<file path="src/include/temp_alarm_pkg.sv">
// Function
// - Remote junction fault loads fixed fault code
// - Open junction sets status bit 2, alert
// - No fault reported before first conversion ends
// - Main results two's complement, saturate at 127
// - Separate high/low limits; high limit inclusive alert
// - High limits reset +70, low limits -55
// - Overheat asserts at or above threshold, resets +85
// - Overheat releases below threshold minus hysteresis
// - Alert latched; cleared by status read or response
// - Conversions stop only in standby; one alert per conversion
// - Fraction in top three bits, 0.125 steps
// - Alert response returns own slave address
// - Lost arbitration: no acknowledge, alert kept low
// - Command index resets to zero
// - Distinct read and write codes for config, rate and alert limits; overheat limits and hysteresis share one code
// - One-shot starts conversion; standby resumes afterward
// - One-shot ignored while conversion running
// - One-shot between conversions restarts rate timer
// - Config bits: 7 mask, 6 standby, 5 junction
// - Config bits 0 to 4 read zero
// - Status resets with busy set, flags clear
// - Status read clears bits 2-6 unless persisting
// - Status bit layout busy down to local overheat
// - Overheat status bits ignore status reads
// - Rate uses four bits, doubling, resets 08h
package temp_alarm_pkg;

    // =====================================================================
    // Command codes
    localparam logic [7:0] CMD_LOCAL_TEMP   = 8'h00;
    localparam logic [7:0] CMD_REMOTE_TEMP  = 8'h01;
    localparam logic [7:0] CMD_STATUS       = 8'h02;
    localparam logic [7:0] CMD_CFG_RD       = 8'h03;
    localparam logic [7:0] CMD_RATE_RD      = 8'h04;
    localparam logic [7:0] CMD_LHI_RD       = 8'h05;
    localparam logic [7:0] CMD_LLO_RD       = 8'h06;
    localparam logic [7:0] CMD_RHI_RD       = 8'h07;
    localparam logic [7:0] CMD_RLO_RD       = 8'h08;
    localparam logic [7:0] CMD_CFG_WR       = 8'h09;
    localparam logic [7:0] CMD_RATE_WR      = 8'h0A;
    localparam logic [7:0] CMD_LHI_WR       = 8'h0B;
    localparam logic [7:0] CMD_LLO_WR       = 8'h0C;
    localparam logic [7:0] CMD_RHI_WR       = 8'h0D;
    localparam logic [7:0] CMD_RLO_WR       = 8'h0E;
    localparam logic [7:0] CMD_ONE_SHOT     = 8'h0F;
    localparam logic [7:0] CMD_REMOTE_FRAC  = 8'h10;
    localparam logic [7:0] CMD_LOCAL_FRAC   = 8'h11;
    localparam logic [7:0] CMD_REM_OT_B     = 8'h16;
    localparam logic [7:0] CMD_LOC_OT_B     = 8'h17;
    localparam logic [7:0] CMD_REM_OT_A     = 8'h19;
    localparam logic [7:0] CMD_LOC_OT_A     = 8'h20;
    localparam logic [7:0] CMD_OVERTEMP_HYSTERESIS         = 8'h21;
    localparam logic [7:0] CMD_MAKER        = 8'hFE;

    // =====================================================================
    // Reset values and fixed codes
    localparam logic [7:0] RST_CMD          = 8'h00;
    localparam logic [2:0] RST_CFG          = 3'h1;
    localparam logic [3:0] RST_RATE         = 4'h8;
    localparam logic [7:0] RST_HIGH_LIMIT   = 8'h46;
    localparam logic [7:0] RST_LOW_LIMIT    = 8'hC9;
    localparam logic [7:0] RST_OT_LIMIT     = 8'h55;
    localparam logic [7:0] RST_OVERTEMP_HYSTERESIS         = 8'h0A;
    localparam logic [7:0] FAULT_CODE       = 8'h80;
    localparam logic [7:0] MAIN_MAX         = 8'h7F;
    localparam logic [7:0] MAIN_MIN         = 8'h80;
    localparam logic [3:0] RATE_FASTEST     = 4'h8;
    localparam int         FRAC_BITS        = 3;

    // Config field positions inside the 3-bit stored config (bits 7:5)
    localparam int CFG_MASK = 2;
    localparam int CFG_STBY = 1;
    localparam int CFG_JTYP = 0;
    // Sticky flag positions (status bits 6:2)
    localparam int FL_LHI  = 4;
    localparam int FL_LLO  = 3;
    localparam int FL_RHI  = 2;
    localparam int FL_RLO  = 1;
    localparam int FL_OPEN = 0;

    // =====================================================================
    // Timing: interval at the fastest rate (16 Hz)
    localparam int CLK_MHZ           = 100;
    localparam int FAST_PERIOD_US    = 62500;
    localparam int FAST_PERIOD_CYC   = FAST_PERIOD_US * CLK_MHZ;

    typedef enum logic [0:0] {
        CONV_IDLE = 1'b0,
        CONV_RUN  = 1'b1
    } conv_state_t;

    typedef struct packed {
        conv_state_t conv;
        logic        start;
        logic [31:0] timer;
        logic [7:0]  cmd;
        logic [7:0]  loc;
        logic [7:0]  rem;
        logic [7:0]  loc_x;
        logic [7:0]  rem_x;
        logic [2:0]  cfg;
        logic [3:0]  rate;
        logic [7:0]  lhi;
        logic [7:0]  llo;
        logic [7:0]  rhi;
        logic [7:0]  rlo;
        logic [7:0]  rem_ot_a;
        logic [7:0]  loc_ot_a;
        logic [7:0]  rem_ot_b;
        logic [7:0]  loc_ot_b;
        logic [7:0]  overtemp_hysteresis;
        logic [4:0]  flags;
        logic [4:0]  cause;
        logic [3:0]  ot;
        logic        alert;
        logic        done_seen;
        logic [7:0]  rd_data;
    } state_t;

endpackage

</file>
<file path="src/design/temp_alarm_register_logic.sv">
`timescale 1ns/10ps
module temp_alarm_register_logic
    import temp_alarm_pkg::*;
#(
    parameter int          TEMP_W        = 12,
    parameter int unsigned FAST_INTERVAL = FAST_PERIOD_CYC,
    parameter logic [7:0]  MAKER_ID      = 8'h5A   // Arbitrary value
) (
    input  wire logic              clk_i,
    input  wire logic              rst_b_i,
    input  wire logic [6:0]        slave_addr_i,
    input  wire logic              cmd_valid_i,
    input  wire logic [7:0]        cmd_byte_i,
    input  wire logic              wr_valid_i,
    input  wire logic [7:0]        wr_data_i,
    input  wire logic              rd_req_i,
    output logic [7:0]             rd_data_o,
    input  wire logic              ara_req_i,
    output logic                   ara_ack_o,
    input  wire logic              ara_lost_i,
    input  wire logic              ara_done_i,
    output logic                   conv_start_o,
    output logic                   junction_type_sel_o,
    input  wire logic              conv_done_i,
    input  wire logic [TEMP_W-1:0] local_temp_i,
    input  wire logic [TEMP_W-1:0] remote_temp_i,
    input  wire logic              remote_open_i,
    input  wire logic              remote_short_i,
    output logic                   alert_o,
    output logic                   alert_oe_o,
    output logic                   overheat_out_a_o,
    output logic                   overheat_out_b_o
);

    // =====================================================================
    // Helpers
    localparam state_t RST = '{
        conv: CONV_RUN, start: 1'b1, timer: 32'h0000_0000, cmd: RST_CMD,
        loc: 8'h00, rem: 8'h00, loc_x: 8'h00, rem_x: 8'h00,
        cfg: RST_CFG, rate: RST_RATE,
        lhi: RST_HIGH_LIMIT, llo: RST_LOW_LIMIT,
        rhi: RST_HIGH_LIMIT, rlo: RST_LOW_LIMIT,
        rem_ot_a: RST_OT_LIMIT, loc_ot_a: RST_OT_LIMIT,
        rem_ot_b: RST_OT_LIMIT, loc_ot_b: RST_OT_LIMIT,
        overtemp_hysteresis: RST_OVERTEMP_HYSTERESIS, flags: 5'h00, cause: 5'h00, ot: 4'h0,
        alert: 1'b0, done_seen: 1'b0, rd_data: 8'h00};

    // Whole degrees, clamped into the 8-bit range
    function automatic logic [7:0] sat_main(input logic [TEMP_W-1:0] raw);
        logic signed [TEMP_W-1:0] deg;
        deg = $signed(raw) >>> FRAC_BITS;
        if (deg > $signed({{(TEMP_W-8){1'b0}}, MAIN_MAX})) begin
            return MAIN_MAX;
        end
        if (deg < $signed({{(TEMP_W-8){1'b1}}, MAIN_MIN})) begin
            return MAIN_MIN;
        end
        return deg[7:0];
    endfunction

    // Overheat flag with hysteresis: set at or above, release below limit-overtemp_hysteresis
    function automatic logic ot_next(input logic cur, input logic [7:0] rd,
                                     input logic [7:0] lim, input logic [7:0] hy);
        logic signed [9:0] low;
        low = $signed({{2{lim[7]}}, lim}) - $signed({{2{hy[7]}}, hy});
        if ($signed(rd) >= $signed(lim)) begin
            return 1'b1;
        end
        if ($signed({{2{rd[7]}}, rd}) < low) begin
            return 1'b0;
        end
        return cur;
    endfunction

    function automatic logic [31:0] interval(input logic [3:0] code);
        logic [31:0] base;
        base = 32'(FAST_INTERVAL);
        if (code >= RATE_FASTEST) begin
            return base;
        end
        return base << (RATE_FASTEST - code);
    endfunction

    state_t s_r;
    state_t s_nxt;

    logic       done_evt;
    logic       start_evt;
    logic       one_shot;
    logic [7:0] loc_new;
    logic [7:0] rem_new;
    logic [4:0] cause_new;
    logic       fault;

    assign done_evt  = conv_done_i && (s_r.conv == CONV_RUN);
    assign one_shot  = cmd_valid_i && (cmd_byte_i == CMD_ONE_SHOT);
    assign fault     = remote_open_i || remote_short_i;
    assign loc_new   = sat_main(local_temp_i);
    assign rem_new   = fault ? FAULT_CODE : sat_main(remote_temp_i);

    // Causes seen at the end of a conversion
    always_comb begin
        cause_new          = 5'h00;
        cause_new[FL_LHI]  = $signed(loc_new) >= $signed(s_r.lhi);
        cause_new[FL_LLO]  = $signed(loc_new) <= $signed(s_r.llo);
        cause_new[FL_RHI]  = $signed(rem_new) >= $signed(s_r.rhi);
        cause_new[FL_RLO]  = $signed(rem_new) <= $signed(s_r.rlo);
        cause_new[FL_OPEN] = remote_open_i;
    end

    // =====================================================================
    // Conversion sequencing
    always_comb begin
        start_evt = 1'b0;
        if (s_r.conv == CONV_IDLE || done_evt) begin
            // A one-shot in the same cycle as a conversion end falls through here
            if (one_shot && s_r.conv == CONV_IDLE) begin
                start_evt = 1'b1;
            end else if (!s_r.cfg[CFG_STBY] && s_r.timer >= interval(s_r.rate) - 32'd1) begin
                start_evt = 1'b1;
            end
        end
    end

    // =====================================================================
    // Next state
    always_comb begin
        logic [7:0] rdv;
        logic [7:0] status;
        rdv    = 8'h00;
        s_nxt  = s_r;
        status = {s_r.conv == CONV_RUN, s_r.flags, s_r.ot[1:0]};

        // Rate timer runs start to start; it never stalls on alerts
        s_nxt.start = 1'b0;
        if (s_r.cfg[CFG_STBY]) begin
            s_nxt.timer = 32'h0000_0000;
        end else if (s_r.timer < interval(s_r.rate) - 32'd1) begin
            s_nxt.timer = s_r.timer + 32'd1;
        end

        if (done_evt) begin
            s_nxt.conv  = CONV_IDLE;
            s_nxt.loc   = loc_new;
            s_nxt.rem   = rem_new;
            s_nxt.loc_x = {local_temp_i[FRAC_BITS-1:0], 5'b0_0000};
            s_nxt.rem_x = fault ? 8'h00 : {remote_temp_i[FRAC_BITS-1:0], 5'b0_0000};
            s_nxt.cause = cause_new;
            s_nxt.done_seen = 1'b1;
        end
        if (start_evt) begin
            s_nxt.conv  = CONV_RUN;
            s_nxt.start = 1'b1;
            s_nxt.timer = 32'h0000_0000;
        end

        // Command index and register writes
        if (cmd_valid_i) begin
            s_nxt.cmd = cmd_byte_i;
        end
        if (wr_valid_i) begin
            unique case (s_r.cmd)
                CMD_CFG_WR:   s_nxt.cfg      = wr_data_i[7:5];
                CMD_RATE_WR:  s_nxt.rate     = wr_data_i[3:0];
                CMD_LHI_WR:   s_nxt.lhi      = wr_data_i;
                CMD_LLO_WR:   s_nxt.llo      = wr_data_i;
                CMD_RHI_WR:   s_nxt.rhi      = wr_data_i;
                CMD_RLO_WR:   s_nxt.rlo      = wr_data_i;
                CMD_REM_OT_B: s_nxt.rem_ot_b = wr_data_i;
                CMD_LOC_OT_B: s_nxt.loc_ot_b = wr_data_i;
                CMD_REM_OT_A: s_nxt.rem_ot_a = wr_data_i;
                CMD_LOC_OT_A: s_nxt.loc_ot_a = wr_data_i;
                CMD_OVERTEMP_HYSTERESIS:     s_nxt.overtemp_hysteresis     = wr_data_i;
                default:      s_nxt.overtemp_hysteresis     = s_r.overtemp_hysteresis;
            endcase
        end

        // Read mux, registered onto the data port
        unique case (s_r.cmd)
            CMD_LOCAL_TEMP:  rdv = s_r.loc;
            CMD_REMOTE_TEMP: rdv = s_r.rem;
            CMD_STATUS:      rdv = status;
            CMD_CFG_RD:      rdv = {s_r.cfg, 5'b0_0000};
            CMD_RATE_RD:     rdv = {4'h0, s_r.rate};
            CMD_LHI_RD:      rdv = s_r.lhi;
            CMD_LLO_RD:      rdv = s_r.llo;
            CMD_RHI_RD:      rdv = s_r.rhi;
            CMD_RLO_RD:      rdv = s_r.rlo;
            CMD_REMOTE_FRAC: rdv = s_r.rem_x;
            CMD_LOCAL_FRAC:  rdv = s_r.loc_x;
            CMD_REM_OT_B:    rdv = s_r.rem_ot_b;
            CMD_LOC_OT_B:    rdv = s_r.loc_ot_b;
            CMD_REM_OT_A:    rdv = s_r.rem_ot_a;
            CMD_LOC_OT_A:    rdv = s_r.loc_ot_a;
            CMD_OVERTEMP_HYSTERESIS:        rdv = s_r.overtemp_hysteresis;
            CMD_MAKER:       rdv = MAKER_ID;
            default:         rdv = 8'h00;
        endcase
        if (rd_req_i) begin
            s_nxt.rd_data = rdv;
        end else if (ara_req_i && s_r.alert) begin
            s_nxt.rd_data = {slave_addr_i, 1'b0};
        end

        // Clears first, then the conversion-end sets, so a set is never lost
        if (rd_req_i && s_r.cmd == CMD_STATUS) begin
            s_nxt.flags = s_r.flags & s_r.cause;
            s_nxt.alert = 1'b0;
        end
        if (ara_done_i && !ara_lost_i && s_r.alert) begin
            s_nxt.alert = 1'b0;
        end
        if (done_evt) begin
            s_nxt.flags = s_nxt.flags | cause_new;
            if (|cause_new && !s_r.cfg[CFG_MASK]) begin
                s_nxt.alert = 1'b1;
            end
        end

        // Overheat flags track stored results and live limits
        if (s_r.done_seen) begin
            s_nxt.ot[0] = ot_next(s_r.ot[0], s_r.loc, s_r.loc_ot_a, s_r.overtemp_hysteresis);
            s_nxt.ot[1] = ot_next(s_r.ot[1], s_r.rem, s_r.rem_ot_a, s_r.overtemp_hysteresis);
            s_nxt.ot[2] = ot_next(s_r.ot[2], s_r.loc, s_r.loc_ot_b, s_r.overtemp_hysteresis);
            s_nxt.ot[3] = ot_next(s_r.ot[3], s_r.rem, s_r.rem_ot_b, s_r.overtemp_hysteresis);
        end
    end

    always_ff @(posedge clk_i or negedge rst_b_i) begin
        if (!rst_b_i) begin
            s_r <= RST;
        end else begin
            s_r <= s_nxt;
        end
    end

    // =====================================================================
    // Outputs
    assign rd_data_o           = s_r.rd_data;
    assign ara_ack_o           = ara_req_i && s_r.alert;
    assign conv_start_o        = s_r.start;
    assign junction_type_sel_o = s_r.cfg[CFG_JTYP];
    assign alert_o             = 1'b0;
    assign alert_oe_o          = !s_r.alert;
    assign overheat_out_a_o    = s_r.ot[0] || s_r.ot[1];
    assign overheat_out_b_o    = s_r.ot[2] || s_r.ot[3];

endmodule // temp_alarm_register_logic

</file>
<file path="config.mk">
export PLATFORM = sky130hd
export DESIGN_NAME = temp_alarm_register_logic
export DESIGN_NICKNAME = d
export VERILOG_FILES = /design/src/include/temp_alarm_pkg.sv /design/src/design/temp_alarm_register_logic.sv
export SDC_FILE = /design/constraint.sdc
export NUM_CORES = 1
export LEC_CHECK = 0
export ABC_AREA = 1
export ABC_CLOCK_PERIOD_IN_PS = 4300
export BUFFER_PORTS_ARGS = -buffer_cell sky130_fd_sc_hd__buf_4
export CAP_MARGIN = 20
export CORE_ASPECT_RATIO = 0.8
export CORE_MARGIN = 2
export CORE_UTILIZATION = 35
export CTS_BUF_LIST = sky130_fd_sc_hd__clkbuf_2 sky130_fd_sc_hd__clkbuf_4 sky130_fd_sc_hd__clkbuf_8
export CTS_CLUSTER_SIZE = 28
export DETAILED_ROUTE_END_ITERATION = 8
export SYNTH_ARGS = -nofsm -noshare
export SYNTH_HDL_FRONTEND = slang
export SYNTH_SLANG_ARGS = --single-unit
</file>
<file path="constraint.sdc">
create_clock -name clk_i -period 4.3 [get_ports clk_i]
set_input_delay 0.645 -clock clk_i [delete_from_list [all_inputs] [get_ports clk_i]]
set_output_delay 0.645 -clock clk_i [all_outputs]
set_load 0.005 [all_outputs]
</file>
== Word-level counts from Yosys, hierarchy flattened ==
Index checks and enable logic that the tools add are counted.
Widths: inputs -> output; s select.

* Register bits after elaboration: 172
* Input port bits: 58
* Output and inout port bits: 15
* Logic and storage cells: 201

* Add/sub/neg operators: 8
* Magnitude comparators: 19
* Equal/unequal tests: 23
* Shift-type cells: 1
* Mux-type cells: 78
* Bitwise logic cells: 3
* Reduce and logical (&&, ||, !) cells: 41

{| class="wikitable"
|+ Operators with widths
! cell !! count
|-
| $mux 32 || 8
|-
| $pmux 8 s17 || 1
|-
| $mux 8 || 12
|-
| $eq 8x4->1 const B || 8
|-
| $sub 32x1->32 const B || 2
|-
| $mux 1 || 54
|-
| $ge 8x8->1 || 6
|-
| $eq 8x5->1 const B || 5
|-
| $lt 8x9->1 || 4
|-
| $sub 8x8->9 || 4
|-
| $mux 34 || 1
|-
| $add 32x1->32 const B || 1
|-
| $eq 8x3->1 const B || 4
|-
| $ge 32x32->1 || 1
|-
| $lt 32x32->1 || 1
|-
| $shl 23x4->32 const A || 1
|-
| $reduce_and 2->1 || 15
|-
| $gt 9x8->1 const B || 2
|-
| $lt 9x8->1 const B || 2
|-
| $eq 8x2->1 const B || 2
|-
| $eq 8x6->1 const B || 2
|-
| $le 8x8->1 || 2
|-
| $reduce_bool 2->1 || 6
|-
| $mux 5 || 2
|-
| 13 further kinds || 27
|}

== Depth between registers and ports, before layout ==
Gate-level depths: netlist of the first run.

* Word-level depth: 15
* Gate-level depth with buffers: 32
* Gate-level depth less buffers: 30

== Worst setup path after synthesis of the first run ==
OpenSTA, ideal clock, no wires.

* Path kind: register -> register
* Start: reg s_r[96] (netlist name)
* End: reg s_r[167] (netlist name)
* Library setup time: 67 ps
* Data arrival time: 3,469 ps
* Required time: 4,233 ps
* Path slack: 764 ps
* Stages on the path, launching flop included: 32
* Path buffers: 2
* Period minus slack after synthesis: 3,536 ps
* Cells stage by stage: dfrtp_1 inv_2 ha_1 inv_1 nand2_1 nand2_2 buf_6 nand2_1 inv_1 a21oi_2 ha_1 inv_1 nor2_4 nand4_2 nor2_4 nand2_2 nand2_1 inv_1 ha_1 nand2_1 nor2_1 inv_1 nor2_1 nand2_1 nand2_1 nand2_1 nand2_1 nand4_1 inv_2 buf_4 nand2_1 nand2_1

* Cells in the longest elaborated chain, start to end: 14
* Elaborated cells on any way between the ends: 22
* Classes of those cells: add/sub: 3; order compare: 3; shift: 1; mux: 13; reduce/logical: 2

{| class="wikitable"
|+ RTL lines
! item !! RTL line !! RTL
|-
| from (decl) || temp_alarm_register_logic.sv:84 || <nowiki>state_t s_r;</nowiki>
|-
| from (signal assigned) || temp_alarm_register_logic.sv:233 || <nowiki>s_r <= s_nxt;</nowiki>
|-
| parallel branches: the longest is 14 deep, another holds $sub 32x1->32 || n/a ||
|}

Parallel ways; which one is timed is not known. The select of a mux whose other input is x is not followed.
A chain may end at the register's enable or synchronous reset.

== Worst setup path in the final report of the first run ==
* Start: reg s_r[96] (netlist name)
* End: reg s_r[168] (netlist name)

The elaborated chain is that of the path after synthesis.

==> impl_metrics.py, run 1 <==
metrics = {
    "setup_path": {
        "rrSetupSlack_ns": 0.41,
        "cp_max_fo": 32,
        "timing.rr.start": "s_r[96]$_DFFE_PN0P_",
        "timing.critical_path.from_type": "flip-flop",
        "critical_path_arrival_ns": 4.33,
        "critical_path.max_stage_delay_ns": 0.49,
        "reg2reg_depth": 29,
        "critical_path.slowest_cell": "dfrtp_2",
        "critical_path.most_common_cell": "nand2_1",
        "path_class": "flip-flop to flip-flop",
        "timing.critical_path.to_type": "flip-flop",
        "worst_r2r_endpoint": "s_r[168]$_DFFE_PN0P_",
        "crit_required_ns": 4.74,
    },
    "worst_hold_path": {
        "worstHoldPathType": "input port to async pin",
    },
    "yosys": {
        "synth_mux_area_share_pct": 0,
        "synthDistinctLibCells": 51,
        "syn-instance-count": 2061,
        "synth_async_sr_flop_share_pct": 100,
        "synth_fa_ha_area_share_pct": 15.0,
        "synthesis.area_mm2": 0.0143,
        "xor_xnor_cell_area_share_of_the_yosys_netlist_pct": 2.75,
        "synth.avg_cell_area_um2": 6.94,
        "postSynthNetCount": 2288,
        "synthSimpleGateAreaFrac_pct": 30.6,
        "postSynth.topFlopCell": "dfrtp_1",
        "post_synthesis_sequential_element_count": 167,
        "synth.yosys.seq_area_share_pct": 29.5,
        "synth_edf_count": 0,
        "synth_top_family_by_area": "simple AND/OR/NAND/NOR gates",
        "ys_warn_count": 0,
        "synth_compound_gate_area_share_pct": 13.3,
    },
    "timing": {
        "grt_setup_unrepaired": "no",
        "hold_violations": 0,
        "timing.fmax_mhz": 257,
        "final-max-slew-violation-count": 0,
        "timing_worst_slew_pin_value_ns": 0.914,
        "finalSetupTns_ns": 0,
        "timing.max_slew.rel_slack_pct": 38.7,
        "final-setup-viol-count": 0,
        "share_of_the_clock_period_used_by_the_worst_path_after_layout_pct": 90.4,
        "period_needed_ns": 3.89,
        "finClkSkew_ns": 0.0263,
        "final.setup.worst_slack_ns": 0.411,
    },
    "drt": {
        "routed_wire_length_per_instance_um": 17.4,
        "drt_drc_violations_left": 0,
        "ant_nets": 0,
        "drt_iter0_markers": 1281,
        "via_count": 13742,
        "wl_um": 46500,
        "dr.pass1.iters": 6,
        "drt-vias-per-instance": 5.15,
    },
    "clock_tree": {
        "number_of_buffers_created_by_cts": 17,
        "clock_latency_ns": 0.51,
        "cts_tree": "built",
        "clk_pin_slew_worst_paths_ns": 0.11,
        "numClockSinks": 167,
        "clock_tree.root_cell": "clkbuf_8",
        "htreeDepth": 4,
        "cts-root-to-sink-buffers": 2,
        "cts_hold_buffers": 0,
    },
    "grt": {
        "maximum_number_of_pins_on_one_net_before_global_route_repair": 72,
        "grt_pass1_vias": 12783,
        "number_of_antenna_violations_at_the_first_check_in_global_routing": 0,
        "global_route.usage.total_pct": 22.2,
        "grt_most_used_layer": "met2",
        "groute.layer.met1.usage_pct": 32.2,
        "grt_use_met2_pct": 33.6,
        "met3_usage_pct": 3.14,
        "grt_first_pass_wirelength_um": 72500,
        "grt_overflow_total": 0,
    },
    "die": {
        "fp.dieArea_mm2": 0.0425,
        "fp.dieW_um": 230,
        "core_region_area_mm2": 0.0405,
        "standard_cell_row_count": 66,
        "chipHeight_um": 185,
        "io_pins": 73,
        "starting_utilization_of_the_core_area_pct": 35.4,
    },
    "placed_design": {
        "gpl.final_weighted_congestion": 0.950,
        "dp_hpwl_um": 36100,
        "detailedPlace.worstSlack_ns": 0.268,
        "io_buffers": 71,
    },
    "pwr": {
        "p_leak_nw": 7.90,
        "share_comb_of_total_power_pct": 44.4,
        "power_density_mw_per_mm2": 372,
        "power.switching_fraction_pct": 44.8,
        "internal_power_mw": 3.24,
        "vdd_drop_max_mv": 0.165,
        "power.share.sequential_pct": 35.3,
        "power.net_switching_mw": 2.63,
        "power_frac_clock_pct": 20.3,
    },
    "layout": {
        "synthToLayoutAreaGrowth_pct": 10.2,
        "drive_gt1_share_pct": 11.1,
        "n_antenna_cell": 0,
        "design.final.nets": 2338,
    },
    "job": {
        "max_cap_violations": 0,
    },
    "status": {
        "outcome": "finished, final reports clean",
    },
}
## cell families (layout without fill, tap and decap cells)
group,count (synthesis),after routing
compound gates,321,321
fa+ha+maj,169,169
flops,167,167
other cells,1,1
simple gates,1048,1048
xor+xnor,45,45
buf+inv,310,373
## per-layer routing
| metal | wire, um | part of all wire [%] |
|---|---|---|
| met1 | 22200 | 48 |
| met2 | 19600 | 42 |
| met3 | 3420 | 7.4 |
| met4 | 1240 | 2.7 |
| met5 | 0 | 0 |
## layout make-up
class                   instances  area [um^2]
fillers                      4280        24700
multi-input cells            1584         8830
flip-flops and latches        167         4230
inverters                     259          977
well taps                     544          681
repair buffers                 82          661
clock buffers                  18          248
clock inverters                14          148
## cell usage in the layout, fill, tap and decap left out, types with 13 or more instances in the layout
master,n
o2111ai_1,32
nand3_1,104
nand4_1,13
inv_1,241
nor2_2,15
dfstp_2,36
o21ai_0,125
xnor2_1,15
xor2_1,30
inv_2,14
buf_4,77
dfrtp_1,129
clkbuf_8,18
ha_1,164
nand2_1,646
a21oi_1,93
nand2_2,21
nor2_1,194
## worst max-delay path: cells and delay by family (launching register included)
family,cells,cell delay [ns]
AOI/OAI and AO/OA,1,0.14
xor gates and xnor gates,1,0.06
adders and majority gates,3,0.71
buffers and inverters,8,0.83
DFF,1,0.49
and+or+nand+nor,16,1.59
## sequential cells by signal (all words and copies together), names as in the netlist
register	flops
conv_start_o	1
junction_type_sel_o	1
rd_data_o	8
s_r	157
## repair_timing
action / 4_1_cts / 5_1_grt
endpoints found under the setup margin: 0 / 32
endpoints found under the hold margin: 0 / 0
buffers inserted: 0 / 1
gates resized for setup: 0 / 6
## synthesized netlist by cell type, types with 12 or more instances
master | n | area share (%)
o21a_1 | 12 | 0.63
a21oi_1 | 93 | 3.3
ha_1 | 165 | 14
clkbuf_1 | 22 | 0.58
nor2_1 | 196 | 5.1
xnor2_1 | 15 | 0.92
xor2_1 | 30 | 1.8
dfstp_2 | 36 | 6.6
nand4_1 | 13 | 0.57
nor2_2 | 13 | 0.57
nand2_2 | 22 | 0.96
inv_1 | 241 | 6.3
nand2_1 | 646 | 17
buf_4 | 15 | 0.79
dfrtp_1 | 131 | 23
inv_2 | 15 | 0.39
o21ai_1 | 12 | 0.42
o2111ai_1 | 32 | 2.0
o21ai_0 | 125 | 4.4
nand3_1 | 104 | 3.6
o21bai_1 | 12 | 0.63
## power by group through the flow
stage               registers [mW]  clock network, mW  logic (mW)
floorplan                     1.96                  0        1.98
global placement              2.09                  0        2.50
detailed placement            2.09                  0        2.57
CTS                           2.07               1.22        2.59
global route                  2.09               1.28        3.04
finish                        2.07               1.19        2.61
## through the flow
stage	hold WS (ns)	instance area [um^2]	power, mW	utilization, %	std cells
finish	0.120	15800	5.87	39.0	2668
floorplan	0.349	14300	3.94	-	2061
CTS	0.147	15700	5.87	38.9	2666
global route	0.171	15800	6.41	39.0	2668
global placement	0.457	15300	4.59	37.9	2634
detailed placement	0.467	15300	4.67	37.9	2634
## worst max path at each step
stage,slack [ns],to,cells past startpoint,startpoint
CTS,0.25,s_r[167]$_DFFE_PN0P_,28,s_r[96]$_DFFE_PN0P_
floorplan,0.76,s_r[167]$_DFFE_PN0P_,31,s_r[96]$_DFFE_PN0P_
finish,0.41,s_r[168]$_DFFE_PN0P_,29,s_r[96]$_DFFE_PN0P_
global placement,0.39,s_r[165]$_DFFE_PN0P_,30,s_r[96]$_DFFE_PN0P_
detailed placement,0.27,s_r[147]$_DFFE_PN0P_,28,s_r[96]$_DFFE_PN0P_
global route,0.02,s_r[143]$_DFFE_PN0P_,28,s_r[97]$_DFFE_PN0P_
Note: power is estimated with default switching activity, not from simulation.
==> run 2, diff against run 1 <==
- PLACE_DENSITY: not set -> 0.55
==> impl_metrics.py, run 2 (same netlist as run 1, synthesis figures left out) <==
metrics = {
    "status": {
        "outcome": "finished, final reports clean",
    },
    "drt": {
        "drt-vias-per-instance": 5.11,
        "dr.pass1.iters": 5,
        "wl_um": 48400,
        "via_count": 13630,
        "drt_iter0_markers": 1184,
        "routed_wire_length_per_instance_um": 18.1,
        "ant_nets": 0,
        "drt_drc_violations_left": 0,
    },
    "timing": {
        "finalSetupTns_ns": 0,
        "period_needed_ns": 3.91,
        "timing_worst_slew_pin_value_ns": 1.01,
        "share_of_the_clock_period_used_by_the_worst_path_after_layout_pct": 90.8,
        "timing.max_slew.rel_slack_pct": 32.6,
        "hold_violations": 0,
        "timing.fmax_mhz": 256,
        "final-setup-viol-count": 0,
        "final-max-slew-violation-count": 0,
        "finClkSkew_ns": 0.0243,
    },
    "setup_path": {
        "critical_path.most_common_cell": "nand2_1",
        "critical_path_arrival_ns": 4.35,
        "crit_required_ns": 4.74,
        "timing.critical_path.to_type": "flip-flop",
        "critical_path.slowest_cell": "dfrtp_2",
        "reg2reg_depth": 30,
        "timing.critical_path.from_type": "flip-flop",
        "critical_path.max_stage_delay_ns": 0.48,
        "path_class": "flip-flop to flip-flop",
        "cp_max_fo": 32,
    },
    "clock_tree": {
        "clock_tree.root_cell": "clkbuf_8",
        "cts_tree": "built",
        "postCtsSetupRepairBufs": 0,
        "cts-root-to-sink-buffers": 2,
        "htreeDepth": 4,
        "clock_latency_ns": 0.51,
        "numClockSinks": 167,
        "number_of_buffers_created_by_cts": 17,
        "clk_pin_slew_worst_paths_ns": 0.10,
    },
    "grt": {
        "global_route.usage.total_pct": 23.0,
        "grt_first_pass_wirelength_um": 74700,
        "grt_pass1_vias": 12618,
        "maximum_number_of_pins_on_one_net_before_global_route_repair": 76,
        "grt_overflow_total": 0,
        "number_of_antenna_violations_at_the_first_check_in_global_routing": 0,
    },
    "placed_design": {
        "io_buffers": 71,
        "gpl.final_weighted_congestion": 0.949,
        "dp_hpwl_um": 37800,
    },
    "worst_hold_path": {
        "worstHoldPathType": "input port to async pin",
    },
    "die": {
        "standard_cell_row_count": 66,
        "fp.dieArea_mm2": 0.0425,
        "core_region_area_mm2": 0.0405,
        "starting_utilization_of_the_core_area_pct": 35.4,
        "chipHeight_um": 185,
        "io_pins": 73,
        "fp.dieW_um": 230,
    },
    "job": {
        "max_cap_violations": 0,
    },
    "pwr": {
        "vdd_drop_max_mv": 0.179,
        "totalPowerFinal_mw": 5.92,
        "p_leak_nw": 7.87,
        "power_density_mw_per_mm2": 376,
    },
    "layout": {
        "n_antenna_cell": 0,
        "post-route-util_pct": 38.9,
        "largest_register_ffs": 157,
        "top_register_by_number_of_flip_flops": "s_r",
        "design.final.nets": 2336,
        "layout.cells.most_common": "nand2_1",
        "drive_gt1_share_pct": 11.0,
        "synthToLayoutAreaGrowth_pct": 10.1,
        "commonest_cells_after_routing_fill_and_taps_aside": "nand2_1, inv_1, nor2_1, ha_1, dfrtp_1",
    },
}
## run 2: changes by cell type in the layout (fill, tap and decap cells not counted), sizes merged
cell,before,now
buf,82,79
clkbuf,18,20
clkinv,6,4
clkinvlp,1,3
inv,266,264
bufinv,0,1
## run 2: report_power, final
| part | internal, mW | switching, mW | leakage, nW |
|---|---|---|---|
| Clock | 0.498 | 0.714 | 0.193 |
| Sequential | 1.79 | 0.282 | 2.07 |
| Combinational | 0.994 | 1.64 | 5.61 |
| Total | 3.28 | 2.63 | 7.87 |
## run 2: final timing paths
path / startpoint / to / slack [ns]
min in group clk_i: local_temp_i[2] / s_r[118]$_DFFE_PN0P_ / 0.32
hold / removal: rst_b_i / s_r[12]$_DFFE_PN0P_ / 0.13
max in group asynchronous: rst_b_i / s_r[87]$_DFFE_PN1P_ / 3.25
hold reg to reg: s_r[12]$_DFFE_PN0P_ / s_r[12]$_DFFE_PN0P_ / 0.48
setup reg to reg: s_r[96]$_DFFE_PN0P_ / s_r[148]$_DFFE_PN0P_ / 0.39
setup / recovery: s_r[96]$_DFFE_PN0P_ / s_r[148]$_DFFE_PN0P_ / 0.39
## run 2: what timing repair did
action | 4_1_cts | 5_1_grt
resized for setup | 0 | 7
setup endpoints to repair | 0 | 32
hold buffers | 0 | 0
## run 2: layer usage
layer  track usage, %  share of wire, %
met3             3.80               6.0
met4             6.81               2.1
met1             34.5                51
met5                0                 0
met2             33.7                41
## run 2: metrics by stage
step | hold WS, ns | instances | setup WS [ns] | cell area [um^2]
after floorplan | 0.349 | 2061 | 0.764 | 14300
after global placement | 0.458 | 2633 | 0.418 | 15300
after detailed placement | 0.463 | 2633 | 0.234 | 15300
after CTS | 0.125 | 2665 | 0.207 | 15700
after global routing | 0.167 | 2666 | -0.00210 | 15800
final | 0.127 | 2666 | 0.394 | 15800
## run 2: critical path, delay by kind of cell, from the launching register on
kind | cells | cell delay, ns
fa+ha+maj | 3 | 0.68
buf+inv | 8 | 0.76
simple gates | 18 | 1.77
compound gates | 1 | 0.14
flops | 1 | 0.48
## run 2: layout make-up
cell class | count | area, um^2
clock buffers | 19 | 255
flip-flops and latches | 167 | 4230
multi-input cells | 1584 | 8830
well taps | 544 | 681
repair buffers | 80 | 639
fillers | 4370 | 24700
inverters | 259 | 980
clock inverters | 13 | 135
